### src/hdl/igp_pkg.sv
// igp_pkg: constants for the interrupt-capable 16-bit gpio port
// assumes: an axi4-lite slave with 32-bit data, one word per register
package igp_pkg;
    // port width
    localparam int unsigned PIN_W = 16;
    // register indices (word offsets)
    localparam logic [3:0] IDX_DIR = 4'h0;
    localparam logic [3:0] IDX_DATA_OUTPUT = 4'h1;
    localparam logic [3:0] IDX_PIN_INPUT_STATE = 4'h2;
    localparam logic [3:0] IDX_FALL = 4'h3;
    localparam logic [3:0] IDX_RISE = 4'h4;
    localparam logic [3:0] IDX_PEND = 4'h5;
    localparam logic [3:0] IDX_SET = 4'h6;
    localparam logic [3:0] IDX_CLR = 4'h7;
    localparam logic [3:0] IDX_BCONF = 4'h8;
    localparam logic [3:0] IDX_BENG0 = 4'h9;
    localparam logic [3:0] IDX_BENG1 = 4'hA;
    localparam logic [3:0] IDX_LAST = 4'hA;
    // own interrupt mask word, just past the eleven documented ones
    localparam logic [3:0] IDX_MASK = 4'hB;
    // byte address field inside awaddr/araddr
    localparam int unsigned ADDR_W = 6;
    localparam int unsigned IDX_LSB = 2;
    // reset value of every register except pin_oe_n
    localparam logic [15:0] REG_RST = 16'h0000;
    // pins start released: active-low output enables all high
    localparam logic [15:0] OE_N_RST = 16'hFFFF;
    // bit-mover config field positions
    localparam int unsigned BE0_IO_LSB = 0;
    localparam int unsigned BE0_DAT_LSB = 4;
    localparam int unsigned BE1_IO_LSB = 8;
    localparam int unsigned BE1_DAT_LSB = 12;
    // axi responses
    localparam logic [1:0] RESP_OKAY = 2'h0;
    localparam logic [1:0] RESP_SLVERR = 2'h2;
endpackage : igp_pkg

### src/hdl/igp_gpio.sv
// igp_gpio: 16-pin gpio port with edge interrupts, set/clear masks and
// two bit movers, registers reached over axi4-lite
// assumes: pins are asynchronous to aclk; pin_owner_select is from logic
// on aclk; an external pad combines pin_out with pin_oe_n
//
// Decided for this implementation: the AXI4-Lite register port.
`timescale 1ns/100ps
`default_nettype none
module igp_gpio (
    // clock and reset
    input wire logic aclk,
    input wire logic aresetn,
    // axi4-lite write address
    input wire logic [igp_pkg::ADDR_W-1:0] s_axi_awaddr,
    input wire logic s_axi_awvalid,
    output logic s_axi_awready,
    // axi4-lite write data
    input wire logic [31:0] s_axi_wdata,
    input wire logic [3:0] s_axi_wstrb,
    input wire logic s_axi_wvalid,
    output logic s_axi_wready,
    // axi4-lite write response
    output logic [1:0] s_axi_bresp,
    output logic s_axi_bvalid,
    input wire logic s_axi_bready,
    // axi4-lite read address
    input wire logic [igp_pkg::ADDR_W-1:0] s_axi_araddr,
    input wire logic s_axi_arvalid,
    output logic s_axi_arready,
    // axi4-lite read data
    output logic [31:0] s_axi_rdata,
    output logic [1:0] s_axi_rresp,
    output logic s_axi_rvalid,
    input wire logic s_axi_rready,
    // pins
    input wire logic [15:0] pin_in,
    output logic [15:0] pin_out,
    output logic [15:0] pin_oe_n,
    // peripheral sharing
    input wire logic [15:0] pin_owner_select,
    input wire logic [15:0] periph_out,
    input wire logic [15:0] periph_oe,
    // interrupt
    output logic irq
);
    // software registers
    logic [15:0] dir_reg; // pin_direction
    logic [15:0] data_output_reg; // data_output
    logic [15:0] fall_reg; // falling_edge_irq_enable
    logic [15:0] rise_reg; // rising_edge_irq_enable
    logic [15:0] pend_reg; // irq_pending_flags
    logic [15:0] pmask_reg; // interrupt mask, one lets a flag through
    logic [15:0] bconf_reg; // bit_mover_config
    // pin synchroniser and history
    logic [15:0] sync1_reg; // first stage, read only by sync2_reg
    logic [15:0] sync2_reg; // pin_input_state
    logic [15:0] prev_reg; // sample one clock older
    // write channel capture
    logic aw_hold_reg;
    logic w_hold_reg;
    logic [igp_pkg::ADDR_W-1:0] awaddr_reg;
    logic [31:0] wdata_reg;
    logic [3:0] wstrb_reg;
    logic wr_fire;
    logic [3:0] wr_idx;
    logic wr_ok;
    logic [15:0] wr_val;
    logic rd_fire;
    logic [3:0] rd_idx;
    logic [15:0] rise_ev;
    logic [15:0] fall_ev;

    // pick bit sel of a 16-bit word
    function automatic logic bit_at(input logic [15:0] v,
                                    input logic [3:0] sel);
        bit_at = v[sel];
    endfunction

    // a word index is mapped when it lies in the eleven decoded slots
    function automatic logic idx_ok(input logic [3:0] idx);
        idx_ok = (idx <= igp_pkg::IDX_LAST);
    endfunction

    // field of the bit-mover config
    function automatic logic [3:0] cfg_nib(input logic [15:0] c,
                                           input int unsigned lsb);
        cfg_nib = c[lsb +: 4];
    endfunction

    // write handshake: address and data taken in either order, held
    // until the response is accepted; one write outstanding at a time.
    // the readies are registered so every port leaves a flip-flop; each
    // looks ahead at what its hold flag and bvalid become at this edge
    assign wr_fire = aw_hold_reg & w_hold_reg & ~s_axi_bvalid;
    assign wr_idx = awaddr_reg[igp_pkg::IDX_LSB +: 4];
    // the own mask word answers okay like the documented ones
    assign wr_ok = (idx_ok(wr_idx) || wr_idx == igp_pkg::IDX_MASK)
                   && (wr_idx != igp_pkg::IDX_PIN_INPUT_STATE);

    // write address ready: low from capture until the response is taken
    always_ff @(posedge aclk) begin
        if (!aresetn) begin
            s_axi_awready <= 1'b0;
        end else begin
            s_axi_awready <= !aw_hold_reg
                             && !(s_axi_awvalid && s_axi_awready)
                             && !(s_axi_bvalid && !s_axi_bready);
        end
    end

    // write data ready: same look-ahead on its own hold flag
    always_ff @(posedge aclk) begin
        if (!aresetn) begin
            s_axi_wready <= 1'b0;
        end else begin
            s_axi_wready <= !w_hold_reg
                            && !(s_axi_wvalid && s_axi_wready)
                            && !(s_axi_bvalid && !s_axi_bready);
        end
    end
    // only the low two byte lanes carry register bits
    assign wr_val = {wstrb_reg[1] ? wdata_reg[15:8] : 8'h00,
                     wstrb_reg[0] ? wdata_reg[7:0] : 8'h00};

    // capture write address
    always_ff @(posedge aclk) begin
        if (!aresetn) begin
            aw_hold_reg <= 1'b0;
            awaddr_reg <= '0;
        end else if (s_axi_awvalid && s_axi_awready) begin
            aw_hold_reg <= 1'b1;
            awaddr_reg <= s_axi_awaddr;
        end else if (wr_fire) begin
            aw_hold_reg <= 1'b0;
        end
    end

    // capture write data
    always_ff @(posedge aclk) begin
        if (!aresetn) begin
            w_hold_reg <= 1'b0;
            wdata_reg <= 32'h0000_0000;
            wstrb_reg <= 4'h0;
        end else if (s_axi_wvalid && s_axi_wready) begin
            w_hold_reg <= 1'b1;
            wdata_reg <= s_axi_wdata;
            wstrb_reg <= s_axi_wstrb;
        end else if (wr_fire) begin
            w_hold_reg <= 1'b0;
        end
    end

    // write response; unmapped or read-only word answers slverr
    always_ff @(posedge aclk) begin
        if (!aresetn) begin
            s_axi_bvalid <= 1'b0;
            s_axi_bresp <= igp_pkg::RESP_OKAY;
        end else if (wr_fire) begin
            s_axi_bvalid <= 1'b1;
            s_axi_bresp <= wr_ok ? igp_pkg::RESP_OKAY
                                 : igp_pkg::RESP_SLVERR;
        end else if (s_axi_bready) begin
            s_axi_bvalid <= 1'b0;
        end
    end

    // plain read/write control registers
    always_ff @(posedge aclk) begin
        if (!aresetn) begin
            dir_reg <= igp_pkg::REG_RST;
            fall_reg <= igp_pkg::REG_RST;
            rise_reg <= igp_pkg::REG_RST;
            bconf_reg <= igp_pkg::REG_RST;
            pmask_reg <= igp_pkg::REG_RST;
        end else if (wr_fire) begin
            case (wr_idx)
                igp_pkg::IDX_DIR: dir_reg <= wr_val;
                igp_pkg::IDX_FALL: fall_reg <= wr_val;
                igp_pkg::IDX_RISE: rise_reg <= wr_val;
                igp_pkg::IDX_BCONF: bconf_reg <= wr_val;
                igp_pkg::IDX_MASK: pmask_reg <= wr_val; // own mask word
                default: ;
            endcase
        end
    end

    // output data: full write, set mask, clear mask, bit movers.
    // a direction change never touches this register, so polarity can
    // be preset before the pin starts driving
    always_ff @(posedge aclk) begin
        if (!aresetn) begin
            data_output_reg <= igp_pkg::REG_RST;
        end else if (wr_fire) begin
            case (wr_idx)
                igp_pkg::IDX_DATA_OUTPUT: data_output_reg <= wr_val;
                igp_pkg::IDX_SET: data_output_reg <= data_output_reg | wr_val;
                igp_pkg::IDX_CLR: data_output_reg <= data_output_reg & ~wr_val;
                igp_pkg::IDX_BENG0: begin
                    // copy chosen data bit to chosen output bit
                    data_output_reg[cfg_nib(bconf_reg, igp_pkg::BE0_IO_LSB)] <=
                        bit_at(wr_val, cfg_nib(bconf_reg,
                                               igp_pkg::BE0_DAT_LSB));
                end
                igp_pkg::IDX_BENG1: begin
                    data_output_reg[cfg_nib(bconf_reg, igp_pkg::BE1_IO_LSB)] <=
                        bit_at(wr_val, cfg_nib(bconf_reg,
                                               igp_pkg::BE1_DAT_LSB));
                end
                default: ;
            endcase
        end
    end

    // pin synchroniser; two clocks of latency to pin_input_state
    always_ff @(posedge aclk) begin
        if (!aresetn) begin
            sync1_reg <= igp_pkg::REG_RST;
            sync2_reg <= igp_pkg::REG_RST;
            prev_reg <= igp_pkg::REG_RST;
        end else begin
            sync1_reg <= pin_in;
            sync2_reg <= sync1_reg;
            prev_reg <= sync2_reg;
        end
    end

    // edges seen on synchronised samples, whatever the direction
    assign rise_ev = sync2_reg & ~prev_reg & rise_reg;
    assign fall_ev = ~sync2_reg & prev_reg & fall_reg;

    // pending flags: a new edge wins over a same-cycle clear
    always_ff @(posedge aclk) begin
        if (!aresetn) begin
            pend_reg <= igp_pkg::REG_RST;
        end else if (wr_fire && wr_idx == igp_pkg::IDX_PEND) begin
            pend_reg <= (pend_reg & ~wr_val) | rise_ev | fall_ev;
        end else begin
            pend_reg <= pend_reg | rise_ev | fall_ev;
        end
    end

    // interrupt level, registered so irq comes from a flip-flop
    always_ff @(posedge aclk) begin
        if (!aresetn) begin
            irq <= 1'b0;
        end else begin
            irq <= |(pend_reg & pmask_reg);
        end
    end

    // pin drive: owner select picks the source, registered outputs
    always_ff @(posedge aclk) begin
        if (!aresetn) begin
            pin_out <= igp_pkg::REG_RST;
            pin_oe_n <= igp_pkg::OE_N_RST; // every pin released
        end else begin
            for (int i = 0; i < 16; i++) begin
                if (pin_owner_select[i]) begin
                    pin_out[i] <= periph_out[i];
                    pin_oe_n[i] <= ~periph_oe[i];
                end else begin
                    pin_out[i] <= data_output_reg[i];
                    pin_oe_n[i] <= ~dir_reg[i];
                end
            end
        end
    end

    // read channel: one read at a time, answer one cycle after address
    assign rd_fire = s_axi_arvalid & s_axi_arready;
    assign rd_idx = s_axi_araddr[igp_pkg::IDX_LSB +: 4];

    // read address ready, registered: drops with the address taken and
    // comes back at the edge that retires the read data
    always_ff @(posedge aclk) begin
        if (!aresetn) begin
            s_axi_arready <= 1'b0;
        end else begin
            s_axi_arready <= !rd_fire && !(s_axi_rvalid && !s_axi_rready);
        end
    end

    // read data mux; upper sixteen bits read as zero
    always_ff @(posedge aclk) begin
        if (!aresetn) begin
            s_axi_rvalid <= 1'b0;
            s_axi_rdata <= 32'h0000_0000;
            s_axi_rresp <= igp_pkg::RESP_OKAY;
        end else if (rd_fire) begin
            s_axi_rvalid <= 1'b1;
            s_axi_rresp <= idx_ok(rd_idx) || rd_idx == igp_pkg::IDX_MASK
                           ? igp_pkg::RESP_OKAY : igp_pkg::RESP_SLVERR;
            case (rd_idx)
                igp_pkg::IDX_DIR: s_axi_rdata <= {16'h0000, dir_reg};
                igp_pkg::IDX_DATA_OUTPUT:
                    s_axi_rdata <= {16'h0000, data_output_reg};
                igp_pkg::IDX_PIN_INPUT_STATE:
                    s_axi_rdata <= {16'h0000, sync2_reg};
                igp_pkg::IDX_FALL: s_axi_rdata <= {16'h0000, fall_reg};
                igp_pkg::IDX_RISE: s_axi_rdata <= {16'h0000, rise_reg};
                igp_pkg::IDX_PEND: s_axi_rdata <= {16'h0000, pend_reg};
                igp_pkg::IDX_BCONF: s_axi_rdata <= {16'h0000, bconf_reg};
                igp_pkg::IDX_BENG0: begin
                    // chosen pin bit lands at chosen data bit
                    s_axi_rdata <= {16'h0000,
                        16'(bit_at(sync2_reg, cfg_nib(bconf_reg,
                            igp_pkg::BE0_IO_LSB)))
                        << cfg_nib(bconf_reg, igp_pkg::BE0_DAT_LSB)};
                end
                igp_pkg::IDX_BENG1: begin
                    s_axi_rdata <= {16'h0000,
                        16'(bit_at(sync2_reg, cfg_nib(bconf_reg,
                            igp_pkg::BE1_IO_LSB)))
                        << cfg_nib(bconf_reg, igp_pkg::BE1_DAT_LSB)};
                end
                igp_pkg::IDX_MASK: s_axi_rdata <= {16'h0000, pmask_reg};
                default: s_axi_rdata <= 32'h0000_0000; // set/clear masks and unmapped words read zero
            endcase
        end else if (s_axi_rready) begin
            s_axi_rvalid <= 1'b0;
        end
    end

    // checks beside the logic
    a_dir_reset: assert property (@(posedge aclk)
        !aresetn |=> dir_reg == 16'h0000)
        else $error("direction not cleared by reset");
    a_set_or: assert property (@(posedge aclk) disable iff (!aresetn)
        wr_fire && wr_idx == igp_pkg::IDX_SET
        |=> data_output_reg == ($past(data_output_reg) | $past(wr_val)))
        else $error("set mask did not or into output");
    a_clr_and: assert property (@(posedge aclk) disable iff (!aresetn)
        wr_fire && wr_idx == igp_pkg::IDX_CLR
        |=> data_output_reg == ($past(data_output_reg) & ~$past(wr_val)))
        else $error("clear mask did not clear output");
    a_dir_keeps: assert property (@(posedge aclk) disable iff (!aresetn)
        wr_fire && wr_idx == igp_pkg::IDX_DIR |=> $stable(data_output_reg))
        else $error("direction write changed output data");
    a_rise_pend: assert property (@(posedge aclk) disable iff (!aresetn)
        (rise_ev[0] | fall_ev[0]) |=> pend_reg[0])
        else $error("enabled edge did not set pending");
    a_irq_level: assert property (@(posedge aclk) disable iff (!aresetn)
        |(pend_reg & pmask_reg) |=> irq)
        else $error("irq low while unmasked flag pending");
    a_pin_drive: assert property (@(posedge aclk) disable iff (!aresetn)
        !pin_owner_select[0] |=> pin_oe_n[0] == !$past(dir_reg[0]))
        else $error("pin enable does not follow direction");
    a_owner_sel: assert property (@(posedge aclk) disable iff (!aresetn)
        pin_owner_select[1] |=> pin_out[1] == $past(periph_out[1]))
        else $error("peripheral output not routed");
    a_pin_input_state_lat: assert property (@(posedge aclk) disable iff (!aresetn)
        ##2 sync2_reg == $past(pin_in, 2))
        else $error("input state latency wrong");
    a_edge_once: assert property (@(posedge aclk) disable iff (!aresetn)
        rise_ev[2] |=> !rise_ev[2])
        else $error("one edge raised two events");
    c_write: cover property (@(posedge aclk) wr_fire);
    c_read: cover property (@(posedge aclk) rd_fire);
    c_irq: cover property (@(posedge aclk) $rose(irq));
    c_clear_set: cover property (@(posedge aclk)
        wr_fire && wr_idx == igp_pkg::IDX_PEND && |rise_ev);
endmodule // igp_gpio
`default_nettype wire

### config.mk
export PLATFORM = sky130hd
export DESIGN_NAME = igp_gpio
export DESIGN_NICKNAME = d
export VERILOG_FILES = /design/src/hdl/igp_pkg.sv /design/src/hdl/igp_gpio.sv
export SDC_FILE = /design/constraint.sdc
export NUM_CORES = 1
export LEC_CHECK = 0
export BUFFER_PORTS_ARGS = -buffer_cell sky130_fd_sc_hd__buf_2
export CELL_PAD_IN_SITES_DETAIL_PLACEMENT = 1
export CELL_PAD_IN_SITES_GLOBAL_PLACEMENT = 2
export CORE_MARGIN = 3
export CORE_UTILIZATION = 30
export CTS_CLUSTER_SIZE = 24
export DETAILED_ROUTE_END_ITERATION = 7
export GPL_ROUTABILITY_DRIVEN = 0
export PLACE_DENSITY = 0.81
export SYNTH_ARGS = -nofsm -noshare
export SYNTH_HDL_FRONTEND = slang
export SYNTH_SLANG_ARGS = --single-unit
### constraint.sdc
create_clock -name aclk -period 5 [get_ports aclk]
set_input_delay 0.25 -clock aclk [delete_from_list [all_inputs] [get_ports aclk]]
set_output_delay 0.25 -clock aclk [all_outputs]
set_load 0.01 [all_outputs]
## Word-level counts from Yosys, hierarchy flattened

Cells that the tools add are included.

- Input port bits: 119
- Register bits after elaboration: 260
- Word-level logic and storage cells: 205

- Eq/ne operators: 20
- Order comparisons: 8
- Reductions and logical operators: 38
- Bitwise gates (word level): 51
- Multiplexer cells: 60
- Shift operators: 2

Operators by type and width:

| kind | number |
|---|---|
| $pmux 16 s10 | 1 |
| $and 16x16->16 | 7 |
| $or 16x16->16 | 5 |
| $pmux 16 s5 | 1 |
| $not 16->16 | 3 |
| $mux 1 | 45 |
| $not 1->1 | 33 |
| $bwmux 16 | 2 |
| $eq 4x4->1 const B | 8 |
| $shl 1x4->16 | 2 |
| $eq 4x3->1 const B | 6 |
| $lt 4x5->1 const B | 4 |
| $bmux 1 s4 | 4 |
| $mux 16 | 1 |
| $mux 8 | 2 |
| $reduce_or 16->1 | 1 |
| $logic_and 1x1->1 | 13 |
| $eq 4x2->1 const B | 3 |
| $reduce_and 2->1 | 6 |
| $logic_not 1->1 | 9 |
| $demux 1 s4 | 2 |
| $eq 4x1->1 const B | 2 |
| $ge 4x1->1 const B | 2 |
| $le 4x4->1 const B | 2 |
| 7 further kinds | 15 |

## Depth between registers and ports, before layout

- Depth in word-level cells: 6
- Gate-level depth with buffers: 9
- Mapped depth without buffers: 6

## Worst setup path before layout

OpenSTA, ideal clock, no wires.

- Kind: reg-to-reg
- From: register awaddr_reg[4] (netlist name)
- To: register data_output_reg[10]
- Arrival: 1.854 ns
- Data required time: 4.873 ns
- Clock period less this slack: 1.981 ns
- Setup slack: 3.019 ns
- Setup time: 0.127 ns
- Stages on the path, launching flop included: 10
- Cells stage by stage: dfxtp_1 buf_6 or3b_1 and3_1 buf_6 or3_1 buf_6 buf_6 a21oi_2 a211oi_1

- Cells in the longest elaborated chain, start to end: 3
- Elaborated cells between the ends (all ways): 8

Ends and longest elaborated chain:

| what | line | text |
|---|---|---|
| from (decl) | igp_gpio.sv:61 | `logic [igp_pkg::ADDR_W-1:0] awaddr_reg;` |
| from (signal assigned) | igp_gpio.sv:132 | `awaddr_reg <= s_axi_awaddr;` |
| $eq 4x4->1, or another cell as far along | igp_gpio.sv:194 | `case (wr_idx)` |
| $reduce_bool 5->1 (no line) | n/a |  |
| $reduce_and 2->1 (no line) | n/a |  |
| to (signal assigned) | igp_gpio.sv:195 | `igp_pkg::IDX_DATA_OUTPUT: data_output_reg <= wr_val;` |
| to (signal assigned) | igp_gpio.sv:196 | `igp_pkg::IDX_SET: data_output_reg <= data_output_reg \| wr_val;` |
| to (signal assigned) | igp_gpio.sv:197 | `igp_pkg::IDX_CLR: data_output_reg <= data_output_reg & ~wr_val;` |
| to (decl) | igp_gpio.sv:48 | `logic [15:0] data_output_reg;` |

Several ways; a longest one is shown, not always the timed one.
A chain may end at the register's enable or synchronous reset.

## Final worst setup path

- From: register awaddr_reg[2] (netlist name)
- To: register data_output_reg[15]

Same word-level chain as after synthesis.

==> qor.json <==
{
  "yosysSeqAreaShare_pct": 40.4,
  "cp_data_required_time_ns": 5.47,
  "crit_path_max_fanout": 24,
  "cp-start-kind": "register",
  "comb_power_share_pct": 7.4,
  "dieArea_um2": 42100,
  "place.port_buffers": 152,
  "sw_frac_of_total_pct": 24.2,
  "netlist_cell_types": 60,
  "route.vias.total": 12100,
  "area_delta_synth_final_pct": 23.0,
  "maximum_number_of_pins_on_one_net_before_global_route_repair": 84,
  "worstHoldPathType": "in2reg",
  "critPathMaxStageDelay_ns": 0.98,
  "crit_path_top_delay_cell": "dfxtp_1",
  "path_clk_slew_ns": 0.06,
  "fmax_mhz": 315,
  "via_per_inst": 5.52,
  "filler_cell_count": 4667,
  "grt.overflow.total": 0,
  "antenna_found_initial": 5,
  "post-route-period-util_pct": 63.6,
  "routed_wl_um": 50700,
  "clk-insertion-delay-late_ns": 0.57,
  "synthesis.instances": 1483,
  "boundaryPins": 193,
  "final_max_slew_viol_count": 0,
  "initial_drc_count": 1210,
  "timing.setup.critical_path_class": "reg2reg",
  "synth_top_cells_by_area": "dfxtp_1 (40%), nor2_1 (7.4%), a21oi_1 (7.0%)",
  "drt_drc_violations_left": 0,
  "worstPathCellList": "or3b_1, and3_1, or3_1, a21oi_1, a211oi_1",
  "final-setup-viol-count": 0,
  "floorplan.initialDensity_pct": 30.6,
  "p_per_area_nw_per_um2": 300,
  "dpl-instance-area_um2": 12800,
  "sequentialPowerShare_pct": 45.6,
  "nNetsFinal": 1767,
  "p_leak_nw": 5.26,
  "worst_slack_ns": 1.82,
  "cts.htree.levels": 1,
  "worst_hold_path.num_cells": 3,
  "ys_seq_elements": 240,
  "critPathArrivalTime_ns": 3.65,
  "rsz0062_at_grt": "no",
  "worstSetupEndpointType": "register",
  "dp.cells": 2049,
  "cts_post_setup_buffers_inserted": 0,
  "die_x_um": 205,
  "post-synth-top-count-cell": "dfxtp_1",
  "syn_area_um2": 11900,
  "power.clock.fraction_pct": 47.0,
  "drt.antenna.violating_nets": 0,
  "maxCapViolCount": 0,
  "instances_no_fill": 2188,
  "finClkSkew_ns": 0.0248,
  "power.net_switching_mw": 1.06,
  "relative_slew_margins_pct": 23.6,
  "dominantRegCellSynth": "dfxtp_1",
  "placeableCoreArea_um2": 38900,
  "routed_wire_length_per_instance_um": 23.2,
  "drive_gt1_share_pct": 16.0,
  "synthesis.yosys.warnings": 0,
  "gr-usage-all-layers_pct": 23.3,
  "power.internal_mw": 3.33,
  "final_tns_setup_ns": 0,
  "dp_hpwl_um": 34700,
  "ctsRootBufferMaster": "clkbuf_16",
  "grt_pass1_wl_um": 75200,
  "avgSynthCellArea_um2": 8.03,
  "rows": 72,
  "netlist.area_leader.share_pct": 40.4,
  "timing.final.crit_period_ns": 3.18,
  "dp_worst_setup_slack_ns": 1.89,
  "clkSinkCount": 240,
  "finalHoldViolations": 0,
  "fin_area_um2": 14600,
  "vias_in_the_first_global_route": 12100,
  "die_height_um": 205,
  "synth_edf_count": 0,
  "synth_top_area_cell": "dfxtp_1",
  "reg2reg_depth": 5,
  "cts.path.max_buffers": 3,
  "cts_tree": "yes",
  "worst_margin_slew_ns": 1.15,
  "post_synth_most_frequent_cells": "dfxtp_1 (240), nor2_1 (234), a21oi_1 (166)",
  "share_of_async_settable_or_async_resettable_flops_after_synthesis_pct": 0,
  "worst_ir_drop_vdd_uv": 233,
  "cts_inserted_buffers": 28,
  "dr.pass1.iters": 5,
  "status": "complete, no violations"
}
==> placed cells by master, fill, tap and decap left out, types with 11 or more instances in the layout <==
cell type and instances:
o31ai_1 16, nand3b_1 34, nor3_1 14, a22oi_1 15, nand3_1 36, o21ai_0 62, nor2_1 234, conb_1 18
and2_1 66, inv_1 11, clkbuf_16 29, a41oi_1 14, dlygate4sd3_1 87, a211oi_1 21, dfxtp_1 240, nand2_1 123
nand2b_1 13, o2111ai_1 16, a31oi_1 38, o211ai_1 11, buf_4 16, nor2b_1 21, mux2_2 34, mux2i_1 45
a21oi_1 166, buf_2 152
==> cell families (layout without fill, tap and decap cells) <==
logic type	Yosys count	in the layout	share of synthesized area [%]
multiplexers	83	83	7.76
XOR/XNOR	1	1	0.0736
buffers and inverters	149	316	5.96
AO/OA/AOI/OAI	426	426	22.6
other	1	21	0.0315
AND/OR/NAND/NOR	583	583	23.3
flip-flops	240	240	40.4
==> timing repair <==
item,in CTS,in global routing
hold buffers,87,0
hold endpoints to repair,69,0
gates resized for setup,0,0
==> routing by layer <==
| layer | wire length (um) | up-vias | track usage (%) |
|---|---|---|---|
| li1 | - | 5609 | - |
| met3 | 4650 | 78 | 6.25 |
| met1 | 22500 | 5884 | 31.6 |
| met2 | 22100 | 499 | 36.2 |
| met4 | 1420 | 4 | 7.18 |
| met5 | 22 | - | 0 |
==> layout make-up <==
class | count | area, um^2 | share of cell area, %
tap | 518 | 648 | 4.43
multi-input combinational | 1111 | 6460 | 44.1
clock buffer | 38 | 810 | 5.53
timing repair buffer | 255 | 1750 | 12.0
clock inverter | 11 | 118 | 0.803
antenna | 3 | 7.51 | 0.0513
inverter | 12 | 47.5 | 0.325
sequential | 240 | 4800 | 32.8
==> final timing paths <==
path	endpoint	from	slack, ns
min	pin_out[3]$_SDFF_PN0_	pin_owner_select[3]	0.02
max reg2reg	data_output_reg[15]$_SDFFE_PN0P_	awaddr_reg[2]$_SDFFE_PN0P_	1.82
min reg2reg	sync2_reg[5]$_SDFF_PN0_	sync1_reg[5]$_SDFF_PN0_	0.44
max	data_output_reg[15]$_SDFFE_PN0P_	awaddr_reg[2]$_SDFFE_PN0P_	1.82
==> through the flow <==
| stage | hold WS, ns | utilization, % | power (mW) |
|---|---|---|---|
| floorplan | 0.377 | - | 2.19 |
| global placement | 0.423 | 33.0 | 2.30 |
| detailed placement | 0.422 | 33.0 | 2.31 |
| CTS | 0.00348 | 37.6 | 4.43 |
| global route | 0.0191 | 37.6 | 4.55 |
| finish | 0.0183 | 37.6 | 4.39 |
==> worst max-delay path: cells and delay by family (launching register included) <==
family | cells | cell delay, ns
flip-flops | 1 | 0.98
AO/OA/AOI/OAI | 2 | 0.41
AND/OR/NAND/NOR | 3 | 1.67
==> power by group through the flow <==
stage | Sequential (mW) | Combinational (mW) | Clock, mW
finish | 2.00 | 0.324 | 2.06
global route | 2.01 | 0.352 | 2.19
CTS | 2.00 | 0.318 | 2.11
detailed placement | 2.04 | 0.264 | 0
global placement | 2.04 | 0.259 | 0
floorplan | 2.02 | 0.171 | 0
(Power assumes the default switching activity.)
